`src/seq_ptr_defs.vh`:
```
`ifndef SEQ_PTR_DEFS_VH
`define SEQ_PTR_DEFS_VH

// Command-mode select codes on the three low address lines
`define SEL_B1_FIRST 3'h0
`define SEL_B1_LAST 3'h1
`define SEL_B2_FIRST 3'h2
`define SEL_B2_LAST 3'h3
`define SEL_FLOW 3'h4
`define SEL_FLAGS 3'h5

// Field positions
`define ADDR_MSB 11
`define FLOW_B1_LSB 0
`define FLOW_B2_LSB 2
`define FLOW_RELEASE_BIT 4
`define FLAG_B1_BIT 0
`define FLAG_B2_BIT 1

// Flow mode codes
`define MODE_CHAIN 2'h0
`define MODE_STOP 2'h1

// Readback fill patterns
`define BOUND_READ_TOP 4'he
`define ALL_ONES_16 16'hffff

// Reset values
`define RST_POINTER 12'h000
`define RST_B1_FIRST 12'h000
`define RST_B1_LAST 12'hfff
`define RST_B2_FIRST 12'h000
`define RST_B2_LAST 12'h000
`define RST_MODE 2'h0

// Pointer steps
`define STEP_ONE 2'h1
`define STEP_TWO 2'h2

`endif

```
`src/dual_buffer_pointer_flow_ctrl.v`:
```
`timescale 1ns/1ps
`include "seq_ptr_defs.vh"
module dual_buffer_pointer_flow_ctrl (
  input wire core_clk_i,
  input wire rstn_i,
  input wire command_mode_n_i,
  input wire chip_enable_n_i,
  input wire read_write_i,
  input wire [2:0] cmd_addr_i,
  input wire [15:0] host_data_i,
  output reg [15:0] host_data_o,
  output reg host_data_oe_o,
  input wire advance_enable_n_i,
  input wire pointer_load_n_i,
  input wire restart_buf1_n_i,
  input wire restart_buf2_n_i,
  input wire [11:0] seq_load_data_i,
  output reg [11:0] pointer_o,
  output reg buf1_end_flag_n_o,
  output reg buf2_end_flag_n_o,
  output reg seq_write_enable_o
);

  function [11:0] step_addr;
    input [11:0] base;
    input [1:0] amount;
    begin
      step_addr = base + {10'h000, amount};
    end
  endfunction

  // End match, used on the current and on the next pointer value
  function at_end;
    input [11:0] ptr;
    input [11:0] last;
    begin
      at_end = (ptr == last);
    end
  endfunction

  // Host pins are asynchronous to the pointer clock
  wire [21:0] host_raw;
  wire [21:0] host_idle;
  wire [21:0] host_s;
  wire cmd_n_s;
  wire ce_n_s;
  wire rw_s;
  wire [2:0] sel_s;
  wire [15:0] wdata_s;

  assign host_raw = {command_mode_n_i, chip_enable_n_i, read_write_i,
                     cmd_addr_i, host_data_i};
  assign host_idle = {3'h7, 3'h0, 16'h0000};
  assign cmd_n_s = host_s[21];
  assign ce_n_s = host_s[20];
  assign rw_s = host_s[19];
  assign sel_s = host_s[18:16];
  assign wdata_s = host_s[15:0];

  pin_sync2 #(
    .WIDTH(22)
  ) u_host_sync (
    .core_clk_i(core_clk_i),
    .rstn_i(rstn_i),
    .async_i(host_raw),
    .idle_i(host_idle),
    .sync_o(host_s)
  );

  // Block state
  reg [11:0] ptr_q;
  reg [11:0] ptr_d;
  reg [11:0] b1_first_q;
  reg [11:0] b1_first_d;
  reg [11:0] b1_last_q;
  reg [11:0] b1_last_d;
  reg [11:0] b2_first_q;
  reg [11:0] b2_first_d;
  reg [11:0] b2_last_q;
  reg [11:0] b2_last_d;
  reg [1:0] mode1_q;
  reg [1:0] mode1_d;
  reg [1:0] mode2_q;
  reg [1:0] mode2_d;
  reg flag1_q;
  reg flag1_d;
  reg flag2_q;
  reg flag2_d;
  reg halted_q;
  reg halted_d;
  reg [11:0] halt_end_q;
  reg [11:0] halt_end_d;
  reg release_q;
  reg release_d;
  reg load_pend_q;
  reg load_pend_d;
  reg [11:0] load_data_q;
  reg [11:0] load_data_d;
  reg wr_seen_q;

  // Access decode
  wire cmd_active;
  wire wr_level;
  wire wr_stb;
  wire rd_level;
  wire wr_b1_first;
  wire wr_b1_last;
  wire wr_b2_first;
  wire wr_b2_last;
  wire wr_flow;
  wire wr_flags;

  assign cmd_active = ~cmd_n_s & ce_n_s;
  assign wr_level = cmd_active & ~rw_s;
  assign rd_level = cmd_active & rw_s;
  // One write per access, however long the host holds it
  assign wr_stb = wr_level & ~wr_seen_q;
  assign wr_b1_first = wr_stb & (sel_s == `SEL_B1_FIRST);
  assign wr_b1_last = wr_stb & (sel_s == `SEL_B1_LAST);
  assign wr_b2_first = wr_stb & (sel_s == `SEL_B2_FIRST);
  assign wr_b2_last = wr_stb & (sel_s == `SEL_B2_LAST);
  assign wr_flow = wr_stb & (sel_s == `SEL_FLOW);
  assign wr_flags = wr_stb & (sel_s == `SEL_FLAGS);

  // End matches
  wire hit1;
  wire hit2;
  wire advance;
  wire [1:0] hit_mode;

  assign hit1 = at_end(ptr_q, b1_last_q);
  assign hit2 = at_end(ptr_q, b2_last_q);
  assign advance = ~advance_enable_n_i;
  // Buffer one governs when both ends coincide
  assign hit_mode = hit1 ? mode1_q : mode2_q;

  // Flags track the pointer being launched, so a flag shows with its address
  wire hit1_next;
  wire hit2_next;
  assign hit1_next = at_end(ptr_d, b1_last_d);
  assign hit2_next = at_end(ptr_d, b2_last_d);

  wire [15:0] rdata;

  cmd_readback u_readback (
    .sel_i(sel_s),
    .b1_first_i(b1_first_q),
    .b1_last_i(b1_last_q),
    .b2_first_i(b2_first_q),
    .b2_last_i(b2_last_q),
    .mode1_i(mode1_q),
    .mode2_i(mode2_q),
    .halted_i(halted_q),
    .flag1_i(flag1_q),
    .flag2_i(flag2_q),
    .rdata_o(rdata)
  );

  // Boundary and mode registers
  always @* begin
    b1_first_d = b1_first_q;
    b1_last_d = b1_last_q;
    b2_first_d = b2_first_q;
    b2_last_d = b2_last_q;
    mode1_d = mode1_q;
    mode2_d = mode2_q;
    if (wr_b1_first) begin
      b1_first_d = wdata_s[`ADDR_MSB:0];
    end
    if (wr_b1_last) begin
      b1_last_d = wdata_s[`ADDR_MSB:0];
    end
    if (wr_b2_first) begin
      b2_first_d = wdata_s[`ADDR_MSB:0];
    end
    if (wr_b2_last) begin
      b2_last_d = wdata_s[`ADDR_MSB:0];
    end
    if (wr_flow) begin
      // Upper bits are dropped here
      mode1_d = wdata_s[`FLOW_B1_LSB +: 2];
      mode2_d = wdata_s[`FLOW_B2_LSB +: 2];
    end
  end

  // End flags: a match in the same cycle as a clear wins
  always @* begin
    flag1_d = flag1_q;
    flag2_d = flag2_q;
    if (wr_flags && !wdata_s[`FLAG_B1_BIT]) begin
      flag1_d = 1'b0;
    end
    if (wr_flags && !wdata_s[`FLAG_B2_BIT]) begin
      flag2_d = 1'b0;
    end
    if (hit1_next) begin
      flag1_d = 1'b1;
    end
    if (hit2_next) begin
      flag2_d = 1'b1;
    end
  end

  // Pointer sequencing
  always @* begin
    ptr_d = ptr_q;
    halted_d = halted_q;
    halt_end_d = halt_end_q;
    release_d = 1'b0;
    load_pend_d = 1'b0;
    load_data_d = load_data_q;
    if (load_pend_q) begin
      // Second cycle of a load: advance is ignored
      ptr_d = load_data_q;
      halted_d = 1'b0;
    end else if (!pointer_load_n_i) begin
      load_data_d = seq_load_data_i;
      load_pend_d = 1'b1;
      halted_d = 1'b0;
    end else if (!restart_buf1_n_i) begin
      ptr_d = b1_first_q;
      halted_d = 1'b0;
    end else if (!restart_buf2_n_i) begin
      ptr_d = b2_first_q;
      halted_d = 1'b0;
    end else if (release_q) begin
      if (advance) begin
        ptr_d = step_addr(halt_end_q, `STEP_TWO);
      end else begin
        // Controller missed the edge: back to stopped
        halted_d = 1'b1;
      end
    end else if (halted_q) begin
      ptr_d = ptr_q;
    end else if ((hit1 || hit2) && (hit_mode == `MODE_STOP)) begin
      halted_d = 1'b1;
      halt_end_d = ptr_q;
      if (advance) begin
        ptr_d = step_addr(ptr_q, `STEP_ONE);
      end
    end else if (advance) begin
      if ((hit1 || hit2) && (hit_mode == `MODE_CHAIN)) begin
        if (hit1 && hit2) begin
          ptr_d = b1_first_q;
        end else if (hit1) begin
          ptr_d = b2_first_q;
        end else begin
          ptr_d = b1_first_q;
        end
      end else begin
        // Reserved modes simply count on
        ptr_d = step_addr(ptr_q, `STEP_ONE);
      end
    end
    // Release acts on the pointer path at once, not on a counted edge
    // Bit 4 passes the host synchroniser, so release lands three edges after the pins
    if (wr_flow && !wdata_s[`FLOW_RELEASE_BIT] && halted_q && !load_pend_q
        && pointer_load_n_i && restart_buf1_n_i && restart_buf2_n_i) begin
      halted_d = 1'b0;
      release_d = 1'b1;
    end
  end

  always @(posedge core_clk_i) begin
    if (!rstn_i) begin
      ptr_q <= `RST_POINTER;
      b1_first_q <= `RST_B1_FIRST;
      b1_last_q <= `RST_B1_LAST;
      b2_first_q <= `RST_B2_FIRST;
      b2_last_q <= `RST_B2_LAST;
      mode1_q <= `RST_MODE;
      mode2_q <= `RST_MODE;
      flag1_q <= 1'b0;
      flag2_q <= 1'b0;
      halted_q <= 1'b0;
      halt_end_q <= `RST_POINTER;
      release_q <= 1'b0;
      load_pend_q <= 1'b0;
      load_data_q <= `RST_POINTER;
      wr_seen_q <= 1'b0;
    end else begin
      ptr_q <= ptr_d;
      b1_first_q <= b1_first_d;
      b1_last_q <= b1_last_d;
      b2_first_q <= b2_first_d;
      b2_last_q <= b2_last_d;
      mode1_q <= mode1_d;
      mode2_q <= mode2_d;
      flag1_q <= flag1_d;
      flag2_q <= flag2_d;
      halted_q <= halted_d;
      halt_end_q <= halt_end_d;
      release_q <= release_d;
      load_pend_q <= load_pend_d;
      load_data_q <= load_data_d;
      wr_seen_q <= wr_level;
    end
  end

  // Outputs straight from flops
  // Pointer and flags launch from next values, so they change on one edge
  always @(posedge core_clk_i) begin
    if (!rstn_i) begin
      pointer_o <= `RST_POINTER;
      buf1_end_flag_n_o <= 1'b1;
      buf2_end_flag_n_o <= 1'b1;
      seq_write_enable_o <= 1'b1;
      host_data_o <= `ALL_ONES_16;
      host_data_oe_o <= 1'b0;
    end else begin
      pointer_o <= ptr_d;
      buf1_end_flag_n_o <= ~flag1_d;
      buf2_end_flag_n_o <= ~flag2_d;
      seq_write_enable_o <= ~halted_d;
      host_data_o <= rdata;
      host_data_oe_o <= rd_level;
    end
  end

endmodule

```
`src/pin_sync2.v`:
```
`timescale 1ns/1ps
module pin_sync2 #(
  parameter WIDTH = 22
) (
  input wire core_clk_i,
  input wire rstn_i,
  input wire [WIDTH-1:0] async_i,
  input wire [WIDTH-1:0] idle_i,
  output reg [WIDTH-1:0] sync_o
);
  reg [WIDTH-1:0] meta_q;

  // Idle level is a constant at the top, so reset stays constant
  always @(posedge core_clk_i) begin
    if (!rstn_i) begin
      meta_q <= idle_i;
      sync_o <= idle_i;
    end else begin
      meta_q <= async_i;
      sync_o <= meta_q;
    end
  end
endmodule

```
`src/cmd_readback.v`:
```
`timescale 1ns/1ps
`include "seq_ptr_defs.vh"
module cmd_readback (
  input wire [2:0] sel_i,
  input wire [11:0] b1_first_i,
  input wire [11:0] b1_last_i,
  input wire [11:0] b2_first_i,
  input wire [11:0] b2_last_i,
  input wire [1:0] mode1_i,
  input wire [1:0] mode2_i,
  input wire halted_i,
  input wire flag1_i,
  input wire flag2_i,
  output reg [15:0] rdata_o
);
  always @* begin
    rdata_o = `ALL_ONES_16;
    case (sel_i)
      `SEL_B1_FIRST: rdata_o = {`BOUND_READ_TOP, b1_first_i};
      `SEL_B1_LAST: rdata_o = {`BOUND_READ_TOP, b1_last_i};
      `SEL_B2_FIRST: rdata_o = {`BOUND_READ_TOP, b2_first_i};
      `SEL_B2_LAST: rdata_o = {`BOUND_READ_TOP, b2_last_i};
      // Bit 4 shows the halted state so software can see a stop
      `SEL_FLOW: rdata_o = {11'h7ff, halted_i, mode2_i, mode1_i};
      `SEL_FLAGS: rdata_o = {14'h3fff, flag2_i, flag1_i};
      default: rdata_o = `ALL_ONES_16;
    endcase
  end
endmodule

```
`config.mk`:
```
export PLATFORM = sky130hd
export DESIGN_NAME = dual_buffer_pointer_flow_ctrl
export DESIGN_NICKNAME = d
export VERILOG_FILES = /design/src/dual_buffer_pointer_flow_ctrl.v /design/src/pin_sync2.v /design/src/cmd_readback.v
export VERILOG_INCLUDE_DIRS = /design/src /design/src/src
export SDC_FILE = /design/constraint.sdc
export NUM_CORES = 1
export LEC_CHECK = 0
export BUFFER_PORTS_ARGS = -buffer_cell sky130_fd_sc_hd__clkbuf_2
export CAP_MARGIN = 10
export CORE_AREA = 3 3 160 162
export CTS_BUF_LIST = sky130_fd_sc_hd__clkbuf_16
export DETAILED_ROUTE_END_ITERATION = 16
export DIE_AREA = 0 0 163 165
export HOLD_SLACK_MARGIN = 0.02
export SYNTH_ARGS = -nofsm -noshare
export SYNTH_HDL_FRONTEND = slang
export SYNTH_HIERARCHICAL = 1
export SYNTH_SLANG_ARGS = --single-unit
```
`constraint.sdc`:
```
create_clock -name core_clk_i -period 3.1 [get_ports core_clk_i]
set_input_delay 0.62 -clock core_clk_i [delete_from_list [all_inputs] [get_ports core_clk_i]]
set_output_delay 0.62 -clock core_clk_i [all_outputs]
set_load 0.01 [all_outputs]
```
Yosys cells after proc, flatten, opt, wreduce, memory -nomap -nowiden

Cells that the tools add are included.

Logic and storage cells: 108
Flip-flop bits (word level): 158
Input port bits: 40
Output and inout port bits: 32

Eq/ne operators: 10
Muxes and demuxes: 32
Reductions and logical operators: 21
Bitwise gates (word level): 21
$add $sub $neg: 2

Operator list:

| cell                                          | count |
|---|---|
| 2-to-1 mux 12 bit                             | 15 |
| case mux 13 bit (6 select lines)              | 1 |
| == test 12 bit                                | 4 |
| 2-to-1 mux 1 bit                              | 15 |
| adder 12 x 1 -> 12 bit, second input constant | 1 |
| adder 12 x 2 -> 12 bit, second input constant | 1 |
| logical AND 1 bit                             | 11 |
| NOT 1 bit                                     | 11 |
| bitwise AND 1 bit                             | 10 |
| AND reduction 7 bit                           | 1 |
| == test 3 x 2 -> 1 bit, second input constant | 2 |
| == test 3 bit, second input constant          | 2 |
| logical NOT 1 bit                             | 4 |
| == test 3 x 1 -> 1 bit, second input constant | 1 |
| logical NOT 3 bit                             | 1 |
| == test 2 x 1 -> 1 bit, second input constant | 1 |
| logical NOT 2 bit                             | 1 |
| 2-to-1 mux 2 bit                              | 1 |
| AND reduction 2 bit                           | 1 |
| OR reduction 2 bit                            | 1 |
| logical OR 1 bit                              | 1 |

Logic depth before layout (Yosys ltp)

Depth in word-level cells: 16
Gate-level depth with buffers: 12
Mapped depth without buffers: 11

Cells and area by module

Netlist, hierarchy kept.

Modules (own cells, without submodules):

| module                        | sequential area each (um^2) | cells an instance | area each (um^2) | times used |
|---|---|---|---|---|
| dual_buffer_pointer_flow_ctrl | 2282.2                      | 760               | 6338.6           | 1 |
| pin_sync2                     | 880.8                       | 93                | 1617.8           | 1 |
| cmd_readback                  | 0.0                         | 57                | 533.0            | 1 |

Worst setup path after synthesis

Ideal clock, no wire load.

Path kind: register to register
From: reg u_host_sync.sync_o[21]
To: reg buf1_end_flag_n_o
Period minus slack after synthesis: 3347 ps
Buffers on the path: 1
Stages on the path, launching flop included: 12
Required time: 2972 ps
Slack: -247 ps
Setup time: 128 ps
Arrival time: 3220 ps
Path through: dfxtp_1 -> or4b_4 -> nor4b_4 -> buf_6 -> mux2i_1 -> mux2i_1 -> a31oi_2 -> nand3_1 -> or4_1 -> a211o_1 -> nor4_2 -> a31oi_1

Word-level cells in the longest chain between the ends: 9
Elaborated cells on any way between the ends: 12
Classes of those cells: eq/ne: 1; mux: 3; bitwise: 7; reduce/logical: 1

Ends and longest elaborated chain:

| what                                                          | line                                                                     | text |
|---|---|---|
| start: declaration                                            | pin_sync2.v:9                                                            | `output reg [WIDTH-1:0] sync_o` |
| start signal: assignment                                      | pin_sync2.v:17                                                           | `sync_o <= idle_i;` |
| start signal: assignment                                      | pin_sync2.v:20                                                           | `sync_o <= meta_q;` |
| NOT 1 bit *                                                   | dual_buffer_pointer_flow_ctrl.v:113                                      | `assign cmd_active = ~cmd_n_s & ce_n_s;` |
| bitwise AND 1 bit *                                           | dual_buffer_pointer_flow_ctrl.v:113                                      |  |
| bitwise AND 1 bit *                                           | dual_buffer_pointer_flow_ctrl.v:114                                      | `assign wr_level = cmd_active & ~rw_s;` |
| bitwise AND 1 bit *                                           | dual_buffer_pointer_flow_ctrl.v:117                                      | `assign wr_stb = wr_level & ~wr_seen_q;` |
| bitwise AND 1 bit, on equally long branches                   | dual_buffer_pointer_flow_ctrl.v:119, dual_buffer_pointer_flow_ctrl.v:123 |  |
| 2-to-1 mux 12 bit / logical AND 1 bit (equally long branches) | dual_buffer_pointer_flow_ctrl.v:170, dual_buffer_pointer_flow_ctrl.v:190 |  |
| == test 12 bit / 2-to-1 mux 1 bit (equally long branches)     | dual_buffer_pointer_flow_ctrl.v:37, dual_buffer_pointer_flow_ctrl.v:190  |  |
| 2-to-1 mux 1 bit *                                            | dual_buffer_pointer_flow_ctrl.v:196                                      | `if (hit1_next) begin` |
| NOT 1 bit *                                                   | dual_buffer_pointer_flow_ctrl.v:312                                      | `buf1_end_flag_n_o <= ~flag1_d;` |
| end signal: assignment                                        | dual_buffer_pointer_flow_ctrl.v:312                                      |  |
| end: declaration                                              | dual_buffer_pointer_flow_ctrl.v:19                                       | `output reg buf1_end_flag_n_o,` |

Every way passes the cells marked *; elsewhere a longest branch is shown, timed or not.
A chain may end at the register's enable or synchronous reset.

Worst setup path after layout

From: reg b1_last_q[5]
To: reg buf1_end_flag_n_o

Word-level cells in the longest chain between the ends: 16
Elaborated cells on any way between the ends: 23
Classes of those cells: eq/ne: 3; mux: 14; bitwise: 1; reduce/logical: 5

Ends and longest elaborated chain:

| what                               | line                                | text |
|---|---|---|
| start: declaration                 | dual_buffer_pointer_flow_ctrl.v:75  | `reg [11:0] b1_last_q;` |
| start signal: assignment           | dual_buffer_pointer_flow_ctrl.v:268 | `` b1_last_q <= `RST_B1_LAST; `` |
| start signal: assignment           | dual_buffer_pointer_flow_ctrl.v:284 | `b1_last_q <= b1_last_d;` |
| == test 12 bit                     | dual_buffer_pointer_flow_ctrl.v:37  | `at_end = (ptr == last);` |
| 2-to-1 mux 2 bit                   | dual_buffer_pointer_flow_ctrl.v:135 | `assign hit_mode = hit1 ? mode1_q : mode2_q;` |
| logical NOT 2 bit (no source line) | -                                   |  |
| logical AND 1 bit                  | dual_buffer_pointer_flow_ctrl.v:242 | `` if ((hit1 \|\| hit2) && (hit_mode == `MODE_CHAIN)) begin `` |
| 2-to-1 mux 12 bit                  | dual_buffer_pointer_flow_ctrl.v:242 |  |
| 2-to-1 mux 12 bit                  | dual_buffer_pointer_flow_ctrl.v:241 | `end else if (advance) begin` |
| 2-to-1 mux 12 bit                  | dual_buffer_pointer_flow_ctrl.v:235 | `` end else if ((hit1 \|\| hit2) && (hit_mode == `MODE_STOP)) begin `` |
| 2-to-1 mux 12 bit                  | dual_buffer_pointer_flow_ctrl.v:233 | `end else if (halted_q) begin` |
| 2-to-1 mux 12 bit                  | dual_buffer_pointer_flow_ctrl.v:226 | `end else if (release_q) begin` |
| 2-to-1 mux 12 bit                  | dual_buffer_pointer_flow_ctrl.v:223 | `end else if (!restart_buf2_n_i) begin` |
| 2-to-1 mux 12 bit                  | dual_buffer_pointer_flow_ctrl.v:220 | `end else if (!restart_buf1_n_i) begin` |
| 2-to-1 mux 12 bit                  | dual_buffer_pointer_flow_ctrl.v:216 | `end else if (!pointer_load_n_i) begin` |
| 2-to-1 mux 12 bit                  | dual_buffer_pointer_flow_ctrl.v:212 | `if (load_pend_q) begin` |
| == test 12 bit *                   | dual_buffer_pointer_flow_ctrl.v:37  |  |
| 2-to-1 mux 1 bit *                 | dual_buffer_pointer_flow_ctrl.v:196 |  |
| NOT 1 bit *                        | dual_buffer_pointer_flow_ctrl.v:312 |  |

Marked as above.

==> impl_metrics.py <==
metrics = {
    "synth": {
        "syn_inst": 894,
        "syn_avg_cell_area_um2": 9.182,
        "mappedNetlistArea_um2": 8209,
        "ys_warn_count": 6,
    },
    "worst_setup_path": {
        "crit_chain": "xnor2_2 > buf_4 > nand4_1 > or3_4 > buf_4 > o21ai_1 > nand3_2 > and4_2 > or4_4 > a211o_1 > nor4_4 > a31oi_1",
        "worstPathArrival_ps": 3620,
        "cpMostUsedCell": "buf_4",
        "crit_path_start_kind": "flop",
        "critPathSlowestCell": "or4_4",
        "required_ps": 3400,
        "crit_family": "simple AND/OR/NAND/NOR gates",
        "end_kind": "flop",
        "max_stage_delay_ps": 510,
        "crit_buf_inv": 2,
        "worstSetupPathType": "flop to flop",
        "rrSetupSlack_ps": -220,
        "path_max_fanout": 4,
    },
    "timing": {
        "tightest_slew_ps": 1049,
        "final.min_clock_period_ps": 3323,
        "fin_skew_ps": 12.27,
        "rsz0062_at_grt": "true",
        "setup_viol": 4,
        "finalSetupTns_ps": -715.9,
        "timing.final.crit_share": 1.072,
        "hold_viol": 0,
        "drv_slew": 0,
        "setup_ws_ps": -223.2,
        "clock.fmax_mhz": 300.9,
        "max_slew_margin": 0.3008,
    },
    "pwr": {
        "power.density_nw_per_um2": 474.9,
        "leakage_nw": 4.708,
        "total_power_mw": 5.271,
        "irDropWorstVdd_mv": 0.3988,
    },
    "floorplanning": {
        "io_pins": 72,
        "rows": 57,
        "die_area_um2": 26900,
        "initial_core_util": 0.3385,
        "core-area_um2": 24250,
        "chipWidth_um": 163,
        "die_h_um": 165,
    },
    "clock_network": {
        "clk_latency_ps": 430,
        "cts_sinks": 150,
        "cts.clk_slew.worst_paths_ps": 70,
        "clock_path_buffers": 2,
        "root_buffer": "clkbuf_16",
        "htree_levels": 4,
        "cts_made_buffers": 17,
        "cts_tree": "done",
    },
    "route": {
        "drt_wl_total_um": 28430,
        "post_drt_wl_per_cell_um": 19.36,
        "firstDrtPassIters": 5,
        "post-route-drc-count": 0,
        "ant_nets": 0,
        "vias_per_cell": 5.210,
        "vias": 7654,
        "drtIter0Drc": 657,
    },
    "global_route": {
        "grt_pass1_vias": 7240,
        "antenna_found_initial": 1,
        "grt_pass1_wl_um": 42410,
        "grt_start_max_net_pins": 74,
        "overflow": 0,
        "grt.total_usage": 0.2101,
    },
    "place": {
        "dp_cells": 1430,
        "place_congestion": 0.9608,
        "port_buffers": 67,
        "place_area_um2": 10100,
        "dpl.hpwl_um": 21410,
    },
    "finish": {
        "fin_cells": 1469,
        "fin_nets": 1174,
        "layout-drive-gt1-share": 0.3520,
        "num_antenna_cells": 0,
        "final_cell_area_um2": 11100,
        "num-fill-cells": 2368,
        "multi_input_area_um2": 5243,
        "seq_area_um2": 3015,
        "area_growth_pct": 35.21,
    },
    "outcome": {
        "violations": "setup timing",
        "status": "complete, but fails checks",
    },
    "worst_hold_path": {
        "min_path_type": "input pin to flop",
    },
    "job": {
        "maxCapViolCount": 0,
    },
}
worst reg2reg max path: cells and delay by family (launching register included):
kind            cells  cell delay [ps]
simple gates        6             1790
compound gates      3              590
flops               1              340
buf+inv             2              310
xor+xnor            1              170
where the power goes:
part | internal [mW] | switching [mW] | leakage [nW]
clock | 1.13 | 0.933 | 0.272
combinational | 0.539 | 0.581 | 3.20
sequential | 2.02 | 0.0716 | 1.23
cells in the final DEF (no fill, tap or decap), types with 24 or more instances in the layout:
master / n
xnor2_1: 35
nand2_1: 74
mux2i_1: 73
buf_4: 172
conb_1: 39
nand3_1: 26
nor2_1: 96
clkbuf_2: 66
nand2b_1: 24
mux2_4: 32
a21oi_1: 39
dfxtp_1: 140
state kept, by name, indices dropped and copies added (netlist names):
register            cells
b1_last_q              12
b1_first_q             12
seq_write_enable_o      1
release_q               1
load_pend_q             1
halted_q                1
mode2_q                 2
pointer_o              12
wr_seen_q               1
buf2_end_flag_n_o       1
buf1_end_flag_n_o       1
u_host_sync/meta_q     18
flag2_q                 1
host_data_oe_o          1
host_data_o            16
b2_first_q             12
u_host_sync/sync_o     18
flag1_q                 1
halt_end_q             12
load_data_q            12
mode1_q                 2
b2_last_q              12
area by class of cell:
| cell class | instances | area share |
|---|---|---|
| clock buffer | 17 | 0.03833 |
| clock inverter | 15 | 0.01308 |
| inverter | 21 | 0.007215 |
| multi-input combinational | 691 | 0.4723 |
| sequential | 150 | 0.2717 |
| tap | 324 | 0.03652 |
| timing repair buffer | 251 | 0.1609 |
what timing repair did:
| action | 4_1_cts | 5_1_grt |
|---|---|---|
| resized for setup | 52 | 17 |
| pin swaps | 15 | 11 |
| buffers inserted | 7 | 1 |
| setup endpoints to repair | 4 | 4 |
| hold buffers | 0 | 0 |
final timing paths:
check                                             from               endpoint  cells after the start
worst max-delay path                      b1_last_q[5]      buf1_end_flag_n_o                     12
worst min-delay path                    host_data_i[9]  u_host_sync/meta_q[9]                      2
worst max register to register            b1_last_q[5]      buf1_end_flag_n_o                     12
worst min register to register  u_host_sync/sync_o[19]              wr_seen_q                      1
layer usage:
layer / vias up / track usage / wire length [µm]
li1: 3647 / - / -
met3: 63 / 0.04916 / 2033
met5: - / 0 / 13
met1: 3631 / 0.2730 / 12320
met2: 311 / 0.3401 / 13070
met4: 2 / 0.07843 / 1001
per-stage QoR:
stage	setup WS [ps]	utilization	hold WS, ps
after global routing	-282.9	0.4577	401.7
final	-223.2	0.4577	413.7
after global placement	-340.3	0.4164	425.1
after floorplan	-7.363	-	416.2
after detailed placement	-310.4	0.4164	430.8
after CTS	-138.3	0.4532	400.9
Note: power is estimated with default switching activity, not from simulation.
